<file path="src/design/cmp_ctl_pkg.sv">
// Purpose: Shared constants and carrier types for the comparator control.
// Assumes: 32-bit APB, one word per register, byte addresses below.
// Notes:   Every offset, field position and port or control reset value lives here.
package cmp_ctl_pkg;

   // -----------------------------------------------------------------
   // Bus geometry and register offsets
   // -----------------------------------------------------------------
   localparam int unsigned ADDR_W      = 8;
   localparam int unsigned DATA_W      = 32;
   localparam logic [7:0]  OFF_CTRL    = 8'h00;
   localparam logic [7:0]  OFF_FLAG    = 8'h04;
   localparam logic [7:0]  OFF_ENABLE  = 8'h08;
   localparam logic [7:0]  OFF_INTCTL  = 8'h0C;
   localparam logic [7:0]  OFF_DIR     = 8'h10;
   localparam logic [7:0]  OFF_PORT    = 8'h14;
   localparam logic [7:0]  OFF_LATCH   = 8'h18;
   localparam logic [7:0]  OFF_ANSEL   = 8'h1C;

   // -----------------------------------------------------------------
   // Field positions
   // -----------------------------------------------------------------
   localparam int unsigned BIT_CMP2_RES = 7;
   localparam int unsigned BIT_CMP1_RES = 6;
   localparam int unsigned BIT_FLAG     = 6;
   localparam int unsigned BIT_IRQ_EN   = 6;
   localparam int unsigned BIT_GIE      = 7;
   localparam int unsigned BIT_PERIPHERAL_IRQ_ENABLE     = 6;
   localparam int unsigned PIN_CMP1     = 4;
   localparam int unsigned PIN_CMP2     = 5;
   localparam int unsigned CTRL_W       = 6;

   // -----------------------------------------------------------------
   // Mode encodings and reset values
   // -----------------------------------------------------------------
   localparam logic [2:0]  MODE_OFF     = 3'h7;
   localparam logic [2:0]  MODE_MUX4    = 3'h6;
   localparam logic [2:0]  MODE_PIN_OUT = 3'h3;
   localparam logic [7:0]  RST_DIR      = 8'hFF;
   localparam logic [7:0]  RST_LATCH    = 8'h00;
   localparam logic [7:0]  RST_ANSEL    = 8'h0F;
   localparam int unsigned SYNC_STAGES  = 2;

   // Writable part of the control/status register, bits 5:0.
   typedef struct packed {
      logic       cmp2_invert;
      logic       cmp1_invert;
      logic       input_switch;
      logic [2:0] mode;
   } ctrl_t;

   localparam ctrl_t RST_CTRL = '{cmp2_invert : 1'b0, cmp1_invert : 1'b0,
                                  input_switch : 1'b0, mode : MODE_OFF};

   // Steering handed to the analog comparator macro.
   typedef struct packed {
      logic       cmp1_on;
      logic       cmp2_on;
      logic       ref_on_positive;
      logic       neg_to_ref_pins;
      logic [2:0] mode;
   } analog_ctl_t;

endpackage : cmp_ctl_pkg

</file>
<file path="src/design/cmp_sync.sv">
// Purpose: Multi-bit level synchroniser for the comparator results.
// Assumes: Each bit is an independent slow level; no word coherence.
// Notes:   The first stage feeds the next stage and nothing else.
`timescale 1ns/1ps
module cmp_sync #(
   parameter int unsigned WIDTH  = 2,
   parameter int unsigned STAGES = 2
) (
   input  wire logic             clk,
   input  wire logic             rst_n,
   input  wire logic [WIDTH-1:0] d,
   output logic      [WIDTH-1:0] q
);

   logic [WIDTH-1:0] stage_ff [STAGES];

   // Refuse a chain too short to resolve metastability.
   if (STAGES < 2 || WIDTH < 1) begin : g_bad
      $error("cmp_sync needs at least two stages and one bit");
   end

   // Shift chain; reset to constants only.
   always_ff @(posedge clk or negedge rst_n)
   begin
      if (!rst_n)
      begin
         for (int i = 0; i < STAGES; i++)
            stage_ff[i] <= '0;
      end
      else
      begin
         stage_ff[0] <= d;
         for (int i = 1; i < STAGES; i++)
            stage_ff[i] <= stage_ff[i-1];
      end
   end

   assign q = stage_ff[STAGES-1];

endmodule : cmp_sync

</file>
<file path="src/design/cmp_change_detect.sv">
// Purpose: Holds the last-seen comparator results and flags a mismatch.
// Assumes: sample is already synchronous to clk.
// Notes:   capture refreshes the copy; the mismatch then ends next cycle.
`timescale 1ns/1ps
module cmp_change_detect #(
   parameter int unsigned WIDTH = 2
) (
   input  wire logic             clk,
   input  wire logic             rst_n,
   input  wire logic [WIDTH-1:0] sample,
   input  wire logic             capture,
   output logic                  mismatch
);

   logic [WIDTH-1:0] seen_ff;

   if (WIDTH < 1) begin : g_bad
      $error("cmp_change_detect needs at least one bit");
   end

   // A change landing on the capture edge misses the copy and shows as a mismatch.
   always_ff @(posedge clk or negedge rst_n)
   begin
      if (!rst_n)
         seen_ff <= '0;
      else if (capture)
         seen_ff <= sample;
   end

   // Level persists until software touches the control register.
   assign mismatch = |(sample ^ seen_ff);

endmodule : cmp_change_detect

</file>
<file path="src/design/dual_comparator_control.sv">
// Purpose: Control, status and change flag logic for two comparators.
// Assumes: APB master per AMBA rules; comparator outputs asynchronous.
// Notes:   Pins 4 and 5 may carry the raw comparator level directly.
`timescale 1ns/1ps

// Function
// - cmp2 result bit 7, inverted by cmp2_invert.
// - cmp1 result bit 6, inverted by cmp1_invert.
// - Invert bits 5 and 4, reset zero.
// - Mode 110 input switch steers negative inputs.
// - Three-bit mode field; direction register still governs.
// - Result bits read-only; writes ignored.
// - Internal reference only in mode 110, positive.
// - Pin output uses unsynchronised comparator level.
// - Direction bits enable comparator pin drive.
// - Change flag set on any output change.
// - Flag sticky; software write one sets it.
// - Request needs all three enables; flag independent.
// - Mismatch re-sets flag; control register access ends it.
// - Change during control access still shows as a mismatch.
// - Port reads return zero on analog pins.
// - Reset returns control register, mode 111.
// - Comparators run in sleep; flag wakes device when irq_en_ff is set.
module dual_comparator_control #(
   parameter int unsigned PORT_W = 8
) (
   input  wire logic                            pclk,
   input  wire logic                            presetn,
   input  wire logic                            psel,
   input  wire logic                            penable,
   input  wire logic                            pwrite,
   input  wire logic [cmp_ctl_pkg::ADDR_W-1:0]  paddr,
   input  wire logic [cmp_ctl_pkg::DATA_W-1:0]  pwdata,
   output logic      [cmp_ctl_pkg::DATA_W-1:0]  prdata,
   output logic                                 pready,
   output logic                                 pslverr,
   input  wire logic                            cmp1_raw,
   input  wire logic                            cmp2_raw,
   input  wire logic                            sleep_mode,
   input  wire logic [PORT_W-1:0]               pin_in,
   output logic      [PORT_W-1:0]               pin_out,
   output logic      [PORT_W-1:0]               pin_oe_n,
   output cmp_ctl_pkg::analog_ctl_t             analog_ctl,
   output logic                                 irq_request,
   output logic                                 wake_request
);
   import cmp_ctl_pkg::*;

   // ----------------------------------------------------------------
   // Elaboration checks
   // ----------------------------------------------------------------
   // The comparator pins sit at fixed positions inside the port.
   if (PORT_W <= PIN_CMP2 || PORT_W > 8) begin : g_bad_port
      $error("PORT_W must cover the comparator pins and fit 8 bits");
   end

   // Address match shared by every register decode.
   function automatic logic addr_is(input logic [ADDR_W-1:0] a,
                                    input logic [7:0]        off);
      addr_is = (a == off);
   endfunction : addr_is

   // ----------------------------------------------------------------
   // Register state
   // ----------------------------------------------------------------
   ctrl_t             ctrl_ff;
   ctrl_t             nxt_ctrl;
   logic              flag_ff;
   logic              nxt_flag;
   logic              irq_en_ff;
   logic              gie_ff;
   logic              peripheral_irq_enable_ff;
   logic [PORT_W-1:0] dir_ff;
   logic [PORT_W-1:0] latch_ff;
   logic [PORT_W-1:0] ansel_ff;
   logic [DATA_W-1:0] prdata_ff;
   logic [DATA_W-1:0] nxt_prdata;
   logic              pready_ff;
   logic              pslverr_ff;
   logic              irq_ff;
   logic              wake_ff;
   analog_ctl_t       analog_ff;
   analog_ctl_t       nxt_analog;

   // ----------------------------------------------------------------
   // Bus decode
   // ----------------------------------------------------------------
   // One wait state: the read mux settles into prdata_ff during the
   // first access cycle, so the bus never sees a combinational path.
   wire access_start = psel & penable & ~pready_ff;
   wire access_done  = psel & penable & pready_ff;
   wire wr_done      = access_done & pwrite;
   wire sel_ctrl     = addr_is(paddr, OFF_CTRL);
   wire sel_flag     = addr_is(paddr, OFF_FLAG);
   wire sel_enable   = addr_is(paddr, OFF_ENABLE);
   wire sel_intctl   = addr_is(paddr, OFF_INTCTL);
   wire sel_dir      = addr_is(paddr, OFF_DIR);
   wire sel_port     = addr_is(paddr, OFF_PORT);
   wire sel_latch    = addr_is(paddr, OFF_LATCH);
   wire sel_ansel    = addr_is(paddr, OFF_ANSEL);
   wire mapped       = sel_ctrl | sel_flag | sel_enable | sel_intctl
                     | sel_dir | sel_port | sel_latch | sel_ansel;
   wire wr_ctrl      = wr_done & sel_ctrl;
   wire wr_flag      = wr_done & sel_flag;
   wire wr_enable    = wr_done & sel_enable;
   wire wr_intctl    = wr_done & sel_intctl;
   wire wr_dir       = wr_done & sel_dir;
   wire wr_latch     = wr_done & sel_latch;
   wire wr_ansel     = wr_done & sel_ansel;
   // Both reads and writes of the control register refresh the copy.
   wire ctrl_access  = access_done & sel_ctrl;

   // ----------------------------------------------------------------
   // Comparator result path
   // ----------------------------------------------------------------
   // A comparator that is switched off reads as low before inversion.
   wire cmp_on = (ctrl_ff.mode != MODE_OFF);
   wire live1  = (cmp1_raw & cmp_on) ^ ctrl_ff.cmp1_invert;
   wire live2  = (cmp2_raw & cmp_on) ^ ctrl_ff.cmp2_invert;

   logic [1:0] res_sync;
   logic       mismatch;

   // Results cross into pclk before anything compares them.
   cmp_sync #(
      .WIDTH  (2),
      .STAGES (SYNC_STAGES)
   ) u_sync (
      .clk    (pclk),
      .rst_n  (presetn),
      .d      ({live2, live1}),
      .q      (res_sync)
   );

   // Copy of the last value software saw, and the mismatch against it.
   cmp_change_detect #(
      .WIDTH    (2)
   ) u_change (
      .clk      (pclk),
      .rst_n    (presetn),
      .sample   (res_sync),
      .capture  (ctrl_access),
      .mismatch (mismatch)
   );

   // ----------------------------------------------------------------
   // Control register
   // ----------------------------------------------------------------
   // Only bits 5:0 are written; result bits 7:6 have no storage.
   assign nxt_ctrl = wr_ctrl ? ctrl_t'(pwdata[CTRL_W-1:0]) : ctrl_ff;

   // Sleep has no effect here, so waking leaves the contents intact.
   always_ff @(posedge pclk or negedge presetn)
   begin
      if (!presetn)
         ctrl_ff <= RST_CTRL;
      else
         ctrl_ff <= nxt_ctrl;
   end

   // ----------------------------------------------------------------
   // Change flag
   // ----------------------------------------------------------------
   // A live mismatch or a written one sets; a written zero clears.
   // Set beats clear, so a change in the clearing cycle survives.
   wire flag_set = mismatch
                 | (wr_flag & pwdata[BIT_FLAG]);
   wire flag_clr = wr_flag & ~pwdata[BIT_FLAG];
   assign nxt_flag = flag_set | (flag_ff & ~flag_clr);

   always_ff @(posedge pclk or negedge presetn)
   begin
      if (!presetn)
         flag_ff <= 1'b0;
      else
         flag_ff <= nxt_flag;
   end

   // ----------------------------------------------------------------
   // Interrupt enables
   // ----------------------------------------------------------------
   // Software should clear these around a mode change, since the
   // comparator output settles slowly and would raise a false flag.
   always_ff @(posedge pclk or negedge presetn)
   begin
      if (!presetn)
      begin
         irq_en_ff <= 1'b0;
         gie_ff    <= 1'b0;
         peripheral_irq_enable_ff   <= 1'b0;
      end
      else
      begin
         if (wr_enable)
            irq_en_ff <= pwdata[BIT_IRQ_EN];
         if (wr_intctl)
         begin
            gie_ff  <= pwdata[BIT_GIE];
            peripheral_irq_enable_ff <= pwdata[BIT_PERIPHERAL_IRQ_ENABLE];
         end
      end
   end

   // Request and wake are registered so the outputs stay glitch free.
   wire irq_next  = nxt_flag & irq_en_ff & peripheral_irq_enable_ff & gie_ff;
   wire wake_next = sleep_mode & nxt_flag & irq_en_ff;

   always_ff @(posedge pclk or negedge presetn)
   begin
      if (!presetn)
      begin
         irq_ff  <= 1'b0;
         wake_ff <= 1'b0;
      end
      else
      begin
         irq_ff  <= irq_next;
         wake_ff <= wake_next;
      end
   end

   // ----------------------------------------------------------------
   // Port registers
   // ----------------------------------------------------------------
   // Direction resets to input; analog select covers pins 0 to 3.
   always_ff @(posedge pclk or negedge presetn)
   begin
      if (!presetn)
      begin
         dir_ff   <= RST_DIR[PORT_W-1:0];
         latch_ff <= RST_LATCH[PORT_W-1:0];
         ansel_ff <= RST_ANSEL[PORT_W-1:0];
      end
      else
      begin
         if (wr_dir)
            dir_ff <= pwdata[PORT_W-1:0];
         if (wr_latch)
            latch_ff <= pwdata[PORT_W-1:0];
         if (wr_ansel)
            ansel_ff <= pwdata[PORT_W-1:0];
      end
   end

   // Analog pins read as zero, whatever level sits on them.
   wire [PORT_W-1:0] port_read = pin_in & ~ansel_ff;

   // ----------------------------------------------------------------
   // Pin drive
   // ----------------------------------------------------------------
   // The comparator pins bypass every flop: the documented behaviour
   // is the raw comparator level, so this output path is not
   // registered and carries the comparator's own uncertainty.
   wire cmp_pins_on = (ctrl_ff.mode == MODE_PIN_OUT);

   for (genvar i = 0; i < PORT_W; i++) begin : g_pin
      if (i == PIN_CMP1) begin : g_c1
         assign pin_out[i] = cmp_pins_on ? live1 : latch_ff[i];
      end
      else if (i == PIN_CMP2) begin : g_c2
         assign pin_out[i] = cmp_pins_on ? live2 : latch_ff[i];
      end
      else begin : g_plain
         assign pin_out[i] = latch_ff[i];
      end
   end

   // Direction bits keep control of drive even in comparator modes.
   assign pin_oe_n = dir_ff;

   // ----------------------------------------------------------------
   // Analog steering
   // ----------------------------------------------------------------
   // Reference ladder and switch matter only in the multiplexed mode.
   wire mux4 = (ctrl_ff.mode == MODE_MUX4);

   always_comb
   begin
      nxt_analog.cmp1_on         = cmp_on;
      nxt_analog.cmp2_on         = cmp_on;
      nxt_analog.ref_on_positive = mux4;
      nxt_analog.neg_to_ref_pins = mux4 & ctrl_ff.input_switch;
      nxt_analog.mode            = ctrl_ff.mode;
   end

   always_ff @(posedge pclk or negedge presetn)
   begin
      if (!presetn)
      begin
         analog_ff.cmp1_on         <= 1'b0;
         analog_ff.cmp2_on         <= 1'b0;
         analog_ff.ref_on_positive <= 1'b0;
         analog_ff.neg_to_ref_pins <= 1'b0;
         analog_ff.mode            <= MODE_OFF;
      end
      else
         analog_ff <= nxt_analog;
   end

   // ----------------------------------------------------------------
   // Read data
   // ----------------------------------------------------------------
   // Result bits come from the synchronised copy, so a read never
   // sees a metastable level; unused bits read as zero.
   always_comb
   begin
      nxt_prdata = '0;
      if (sel_ctrl)
      begin
         nxt_prdata[CTRL_W-1:0]  = ctrl_ff;
         nxt_prdata[BIT_CMP1_RES] = res_sync[0];
         nxt_prdata[BIT_CMP2_RES] = res_sync[1];
      end
      else if (sel_flag)
         nxt_prdata[BIT_FLAG] = flag_ff;
      else if (sel_enable)
         nxt_prdata[BIT_IRQ_EN] = irq_en_ff;
      else if (sel_intctl)
      begin
         nxt_prdata[BIT_GIE]  = gie_ff;
         nxt_prdata[BIT_PERIPHERAL_IRQ_ENABLE] = peripheral_irq_enable_ff;
      end
      else if (sel_dir)
         nxt_prdata[PORT_W-1:0] = dir_ff;
      else if (sel_port)
         nxt_prdata[PORT_W-1:0] = port_read;
      else if (sel_latch)
         nxt_prdata[PORT_W-1:0] = latch_ff;
      else if (sel_ansel)
         nxt_prdata[PORT_W-1:0] = ansel_ff;
   end

   // ----------------------------------------------------------------
   // Bus answer
   // ----------------------------------------------------------------
   // pready rises in the second access cycle and drops right after.
   always_ff @(posedge pclk or negedge presetn)
   begin
      if (!presetn)
      begin
         pready_ff  <= 1'b0;
         pslverr_ff <= 1'b0;
         prdata_ff  <= '0;
      end
      else
      begin
         pready_ff  <= access_start;
         pslverr_ff <= access_start & ~mapped;
         if (access_start && !pwrite)
            prdata_ff <= nxt_prdata;
      end
   end

   assign prdata       = prdata_ff;
   assign pready       = pready_ff;
   assign pslverr      = pslverr_ff;
   assign analog_ctl   = analog_ff;
   assign irq_request  = irq_ff;
   assign wake_request = wake_ff;

endmodule : dual_comparator_control

</file>
<file path="config.mk">
export PLATFORM = sky130hd
export DESIGN_NAME = dual_comparator_control
export DESIGN_NICKNAME = d
export VERILOG_FILES = /design/src/design/cmp_ctl_pkg.sv /design/src/design/cmp_sync.sv /design/src/design/cmp_change_detect.sv /design/src/design/dual_comparator_control.sv
export SDC_FILE = /design/constraint.sdc
export NUM_CORES = 1
export LEC_CHECK = 0
export BUFFER_PORTS_ARGS = -buffer_cell sky130_fd_sc_hd__buf_2
export CAP_MARGIN = 20
export CORE_ASPECT_RATIO = 0.6
export CORE_UTILIZATION = 44
export DETAILED_ROUTE_END_ITERATION = 16
export PLACE_DENSITY = 0.76
export RECOVER_POWER = 100
export SLEW_MARGIN = 20
export SYNTH_ARGS = -nofsm -noshare
export SYNTH_HDL_FRONTEND = slang
export SYNTH_SLANG_ARGS = --single-unit
</file>
<file path="constraint.sdc">
create_clock -name pclk -period 1.7 [get_ports pclk]
set_input_delay 0.255 -clock pclk [delete_from_list [all_inputs] [get_ports pclk]]
set_output_delay 0.255 -clock pclk [all_outputs]
set_load 0.1 [all_outputs]
</file>
==> qor.yml, run 1 <==
run_status:
  status: "finished, violations left"
  violations: "setup timing"
timing:
  fin_skew_ps: 4.66
  relSlewSlack: 0.478
  fmax_mhz: 525
  setup_tns_ps: -1260
  report.final.slew_viol_count: 0
  hold_violations: 0
  fin_crit_sh: 1.12
  setup_viol: 22
  layout_setup_ws_ps: -205
  rsz0062_at_grt: "true"
  worst_pin_slew_ps: 783
  min_period_ps: 1900
power_and_ir_drop:
  p_switching_mw: 0.945
  p_leak_nw: 1.88
  irDropWorstVdd_mv: 0.494
  clock_power_share: 0.411
  swShare: 0.292
  power_frac_comb: 0.154
  p_int_mw: 2.29
  seqPwrFrac: 0.435
  power_density_mw_per_mm2: 845
clock_tree:
  numCtsBuffers: 9
  tritoncts: "built"
  clk_pin_slew_ps: 60
  cts_htree_levels: 3
  clock-sinks: 58
  clkLatencyLatePin_ps: 340
  cts_buffer_depth: 2
  root_buffer: "clkbuf_8"
route:
  vias_per_cell: 5.08
  drc: 0
  drt-total-wl_um: 7140
  vias: 2173
  drtIter0Drc: 68
  wl_per_cell_um: 16.7
  ant_nets: 0
  firstDrtPassIters: 4
placed_design:
  dp_hpwl_um: 5090
  place_congestion: 0.835
  pre_cts_ws_ps: -210
  place_inst: 406
  port_buffers: 66
worst_hold_path:
  min_path_cells: 3
  min_path_type: "input port to flop"
  worst_hold_path.endpoint: "wake_request"
  worstHoldStart: "sleep_mode"
worst_setup_path:
  worst-endpoint-required_ps: 1440
  critPathLaunchType: "flop"
  r2r_slack_ps: -80
  crit_path_max_fanout: 2
  crit_type: "flop to output port"
  arrival_ps: 1650
  endpoint_kind: "output port"
  rr_worst_depth: 5
  r2r-end: "latch_ff[6]"
  rr_startpoint: "pready"
logic_synthesis:
  ys_ff_latch: 58
  synth_area_sq_mm: 0.00293
  synth.area.top_cells: "dfrtp_1 (34%), dfstp_2 (16%), mux2_2 (15%)"
  avgSynthCellArea_sq_um: 12.2
  yosysMostFrequentCell: "dfrtp_1"
  synth_top_area_cell: "dfrtp_1"
  synth_ff_type: "dfrtp_1"
  yosysWarnings: 0
  netlist_instances: 241
  synth_cell_types: 47
  synthTopCellsByCount: "dfrtp_1 (40), mux2_2 (39), buf_4 (31)"
  synthArstFlopShare: 1.00
  synth_edf_count: 0
  synth_top_area_share: 0.342
  yosysSeqAreaShare: 0.503
global_route:
  gr-total-overflow: 0
  grt_pass1_vias: 2074
  grt_pass1_wl_um: 10900
  grt_usage: 0.213
  antenna_found_initial: 0
  grt_max_degree: 59
die:
  die-area_sq_mm: 0.00700
  num_rows: 22
  io_pins: 115
  die_y_um: 65.2
  start_util: 0.467
  die-width_um: 107
  core_sq_mm: 0.00628
finish:
  fillers: 535
  instances_no_fill: 428
  area_delta_synth_final_pct: 30.6
  layout.nets: 395
  drive_gt1_frac: 0.529
  postLayoutCoreUtil: 0.610
  antenna_cells: 0
flow_run:
  drv_cap: 0
-- cells in the final DEF, fill, tap and decap left out, types with 6 or more instances in the layout --
master and instances:
a21oi_1 6, a221oi_1 6, a22oi_1 7, buf_2 31, buf_4 21, clkbuf_2 35
clkbuf_8 12, conb_1 24, dfrtp_1 39, dfstp_2 18, mux2_2 6, mux2_4 29
nand2_1 8, nand2b_1 6, nor2_1 11, o31ai_1 6
-- how the worst max path moves through the flow --
stage          startpoint          end  slack (ps)  depth (start not counted)
2_1_floorplan      pready  latch_ff[0]        -340                          4
3_3_place_gp     paddr[1]  latch_ff[2]        -170                          6
3_5_place_dp     paddr[1]  latch_ff[2]        -210                          6
4_1_cts        ctrl_ff[1]   pin_out[4]        -200                          4
5_1_grt        ctrl_ff[1]   pin_out[4]        -250                          4
6_report       ctrl_ff[0]   pin_out[4]        -200                          4
-- registers in the layout (all words and copies together) (netlist names) --
| name | count |
|---|---|
| pslverr | 1 |
| prdata | 8 |
| latch_ff | 8 |
| ansel_ff | 8 |
| pready | 1 |
| analog_ctl | 6 |
| pin_oe_n | 8 |
| u_change.seen_ff | 2 |
| u_sync.stage_ff | 2 |
| wake_request | 1 |
| u_sync.q | 2 |
| ctrl_ff | 6 |
| irq_request | 1 |
| flag_ff | 1 |
| peripheral_irq_enable_ff | 1 |
| irq_en_ff | 1 |
| gie_ff | 1 |
-- layout make-up --
class	count	area [sq um]	area share
clock buffer	14	173	0.0451
clock inverter	2	35.0	0.00916
inverter	6	22.5	0.00589
multi-input combinational	162	1380	0.360
sequential	58	1480	0.386
tap	84	105	0.0275
timing repair buffer	102	636	0.166
-- through the flow --
stage,hold WS (ps),power (mW),instance area [sq um]
2_1_floorplan,-40.6,1.84,3150
3_3_place_gp,275,1.92,3580
3_5_place_dp,280,1.93,3580
4_1_cts,117,3.26,3860
5_1_grt,143,3.36,3830
6_report,133,3.23,3830
-- worst max-delay path, cell delays in order (launching register included) --
cell and delay (ps):
dfstp_2 570, buf_6 100, nand3b_1 130, mux2_4 340, buf_12 170
-- cells by family (layout without fill, tap and decap cells) --
family / Yosys count / count (layout) / synth area share
and+or+nand+nor: 59 / 59 / 0.139
DFF: 58 / 58 / 0.503
AOI/OAI and AO/OA: 34 / 34 / 0.0820
muxes: 41 / 41 / 0.161
other: 1 / 24 / 0.00128
buffers and inverters: 44 / 124 / 0.102
xor gates and xnor gates: 4 / 4 / 0.0120
-- metal layers --
layer,vias up,routed length (um),track usage
met2,77,3190,0.310
met1,1076,3400,0.303
met4,0,76,0.0685
met5,-,0,0
li1,1010,-,-
met3,10,473,0.0635
-- repair_timing --
item	in CTS	in global routing
pin swaps	1	1
endpoints found under the setup margin	9	14
setup buffers	4	1
resized for setup	8	12
hold endpoints to repair	40	0
hold buffers	1	0
-- power by group through the flow --
stage	logic, mW	clock network [mW]	registers [mW]
after floorplan	0.368	0	1.47
after global placement	0.492	0	1.43
after detailed placement	0.496	0	1.43
after CTS	0.503	1.35	1.41
after global routing	0.521	1.43	1.41
final	0.497	1.33	1.41
No activity file was read; power rests on OpenSTA's default activity.
==> run 2, diff against run 1 <==
--- a/config.mk
+++ b/config.mk
@@ -5,13 +5,13 @@
 export SDC_FILE = /design/constraint.sdc
 export NUM_CORES = 1
 export LEC_CHECK = 0
-export BUFFER_PORTS_ARGS = -buffer_cell sky130_fd_sc_hd__buf_2
-export CAP_MARGIN = 20
 export CORE_ASPECT_RATIO = 0.6
-export CORE_UTILIZATION = 44
+export CORE_UTILIZATION = 50
 export DETAILED_ROUTE_END_ITERATION = 16
-export PLACE_DENSITY = 0.76
+export DONT_BUFFER_PORTS = 1
+export PLACE_DENSITY = 0.68
 export RECOVER_POWER = 100
+export REMOVE_ABC_BUFFERS = 1
 export SLEW_MARGIN = 20
 export SYNTH_ARGS = -nofsm -noshare
 export SYNTH_HDL_FRONTEND = slang
==> qor.yml, run 2 (synthesis results as in run 1) <==
worst_setup_path:
  r2r-end: "latch_ff[1]"
  rr_startpoint: "pready"
  worst-endpoint-required_ps: 1440  # about the same
  r2r_slack_ps: 0  # +80 ps
  crit_chain: "buf_6 -> nand3b_1 -> mux2_4 -> buf_12"
  crit_type: "flop to output port"
  critical_path.top_delay_family: "flip-flops"
  critPathMaxStageDelay_ps: 560  # about the same
  critPathLaunchType: "flop"
  critPathSlowestCell: "dfstp_2"
  endpoint_kind: "output port"
  rr_worst_depth: 5  # unchanged
  worst-path-buf-inv: 2  # unchanged
  arrival_ps: 1690  # +40 ps
  crit_path_max_fanout: 2  # unchanged
timing:
  min_period_ps: 1940  # +37.6 ps
  setup_tns_ps: -478  # +780 ps
  report.final.slew_viol_count: 0  # unchanged
  worst_pin_slew_ps: 784  # +1.02 ps
  hold_violations: 0  # unchanged
  rsz0062_at_grt: "true"
  worst_hold_slack_ps: 29.3  # -104 ps
  fin_skew_ps: 10.8  # +6.18 ps
  fin_crit_sh: 1.14  # +0.0221
  setup_viol: 3  # -86%
  relSlewSlack: 0.477  # -0.000684
  layout_setup_ws_ps: -242  # -37.6 ps
  fmax_mhz: 515  # -1.9%
run_status:
  status: "finished, violations left"
  violations: "setup timing"
finish:
  fillers: 445  # -17%
  design_area_sq_mm: 0.00372  # -2.9%
  antenna_cells: 0  # unchanged
  layout.nets: 358  # -9.4%
  area_delta_synth_final_pct: 26.8
  final_cell_mix: "buf_4 (54), dfrtp_1 (39), mux2_2 (30)"
  drive_gt1_frac: 0.508  # -0.0209
  final_common_cell: "buf_4"
clock_tree:
  clk_pin_slew_ps: 60  # about the same
  clock-sinks: 58  # unchanged
  tritoncts: "built"
  numCtsBuffers: 9  # unchanged
  root_buffer: "clkbuf_8"
  clkLatencyLatePin_ps: 340  # about the same
  cts_buffer_depth: 2  # unchanged
  cts_htree_levels: 3  # unchanged
global_route:
  grt_usage: 0.247  # +0.0343
  gr-total-overflow: 0  # unchanged
  grt_pass1_vias: 1997  # -3.7%
  grt_pass1_wl_um: 10900  # +0.51%
  grt_max_degree: 59  # unchanged
  antenna_found_initial: 0  # unchanged
die:
  die-width_um: 101  # -6.1%
  die-area_sq_mm: 0.00618  # -12%
  num_rows: 21  # -4.5%
  die_y_um: 61.3  # -6.0%
  io_pins: 115  # unchanged
  start_util: 0.521  # +0.0542
  core_sq_mm: 0.00562  # -10%
placed_design:
  place_congestion: 0.799  # -4.3%
  post_dp_cell_area_sq_mm: 0.00334  # -6.7%
  port_buffers: 0  # -100%
  pre_cts_ws_ps: -83.7  # +126 ps
  dp_hpwl_um: 4890  # -3.9%
route:
  drc: 0  # unchanged
  vias: 2037  # -6.3%
  drtIter0Drc: 120  # +76%
  wl_per_cell_um: 18.1  # +8.5%
  firstDrtPassIters: 4  # unchanged
  vias_per_cell: 5.26  # +3.7%
  ant_nets: 0  # unchanged
  drt-total-wl_um: 7010  # -1.9%
worst_hold_path:
  min_path_type: "input port to flop"
  worstHoldStart: "sleep_mode"
  min_path_cells: 2  # -1
  worst_hold_path.endpoint: "wake_request"
power_and_ir_drop:
  power_density_mw_per_mm2: 844  # about the same
  p_leak_nw: 1.77  # -5.6%
  irDropWorstVdd_mv: 0.519  # +5.2%
  total_power_mw: 3.14  # -3.0%
flow_run:
  drv_cap: 0  # unchanged
-- run 2: cell count changes in the layout (fill, tap and decap cells not counted), sizes merged --
cell,previous run,this run
buf,59,63
clkbuf,56,15
-- run 2: layer usage --
metal / GRT usage / wire length (um)
met5: 0 / 0
met4: 0.0559 / 27
met3: 0.0942 / 664
met2: 0.372 / 3210
met1: 0.343 / 3110
-- run 2: through the flow --
stage | std cells | utilization
2_1_floorplan | 226 | -
3_3_place_gp | 362 | 0.593
3_5_place_dp | 362 | 0.593
4_1_cts | 386 | 0.655
5_1_grt | 387 | 0.661
6_report | 387 | 0.661
-- run 2: worst max-delay path by stage --
stage / startpoint / end / slack (ps) / cells past startpoint
after floorplan: pready / latch_ff[7] / -950 / 4
after global placement: paddr[5] / latch_ff[0] / -80 / 5
after detailed placement: paddr[1] / latch_ff[5] / -80 / 5
after CTS: ctrl_ff[0] / pin_out[4] / -210 / 5
after global routing: ctrl_ff[0] / pin_out[5] / -300 / 4
final: ctrl_ff[0] / pin_out[5] / -240 / 4
-- run 2: worst reg2reg max path, cell delays in order, from the launching register on --
cell and delay, ps:
dfrtp_1 360, nand4_2 120, or3b_4 430, nor3_4 200
buf_12 180, mux2_4 300
-- run 2: area by class of cell --
cell class	count	area, sq um	share of cell area
Tap cell	80	100	0.0269
Multi-Input combinational cell	162	1330	0.357
Timing Repair Buffer	65	586	0.158
Sequential cell	58	1480	0.397
Clock buffer	14	173	0.0465
Clock inverter	2	35.0	0.00943
Inverter	6	22.5	0.00606
-- run 2: power breakdown --
part / switching, mW / internal, mW / leakage, nW
sequential: 0.0115 / 1.40 / 0.723
clock: 0.511 / 0.796 / 0.107
combinational: 0.356 / 0.0658 / 0.943
total: 0.878 / 2.26 / 1.77
-- run 2: repair_timing --
action,4_1_cts,5_1_grt
pin swaps,2,0
hold buffers,2,0
gates resized for setup,11,9
endpoints found under the hold margin,58,0
setup endpoints to repair,15,15
setup buffers,6,1
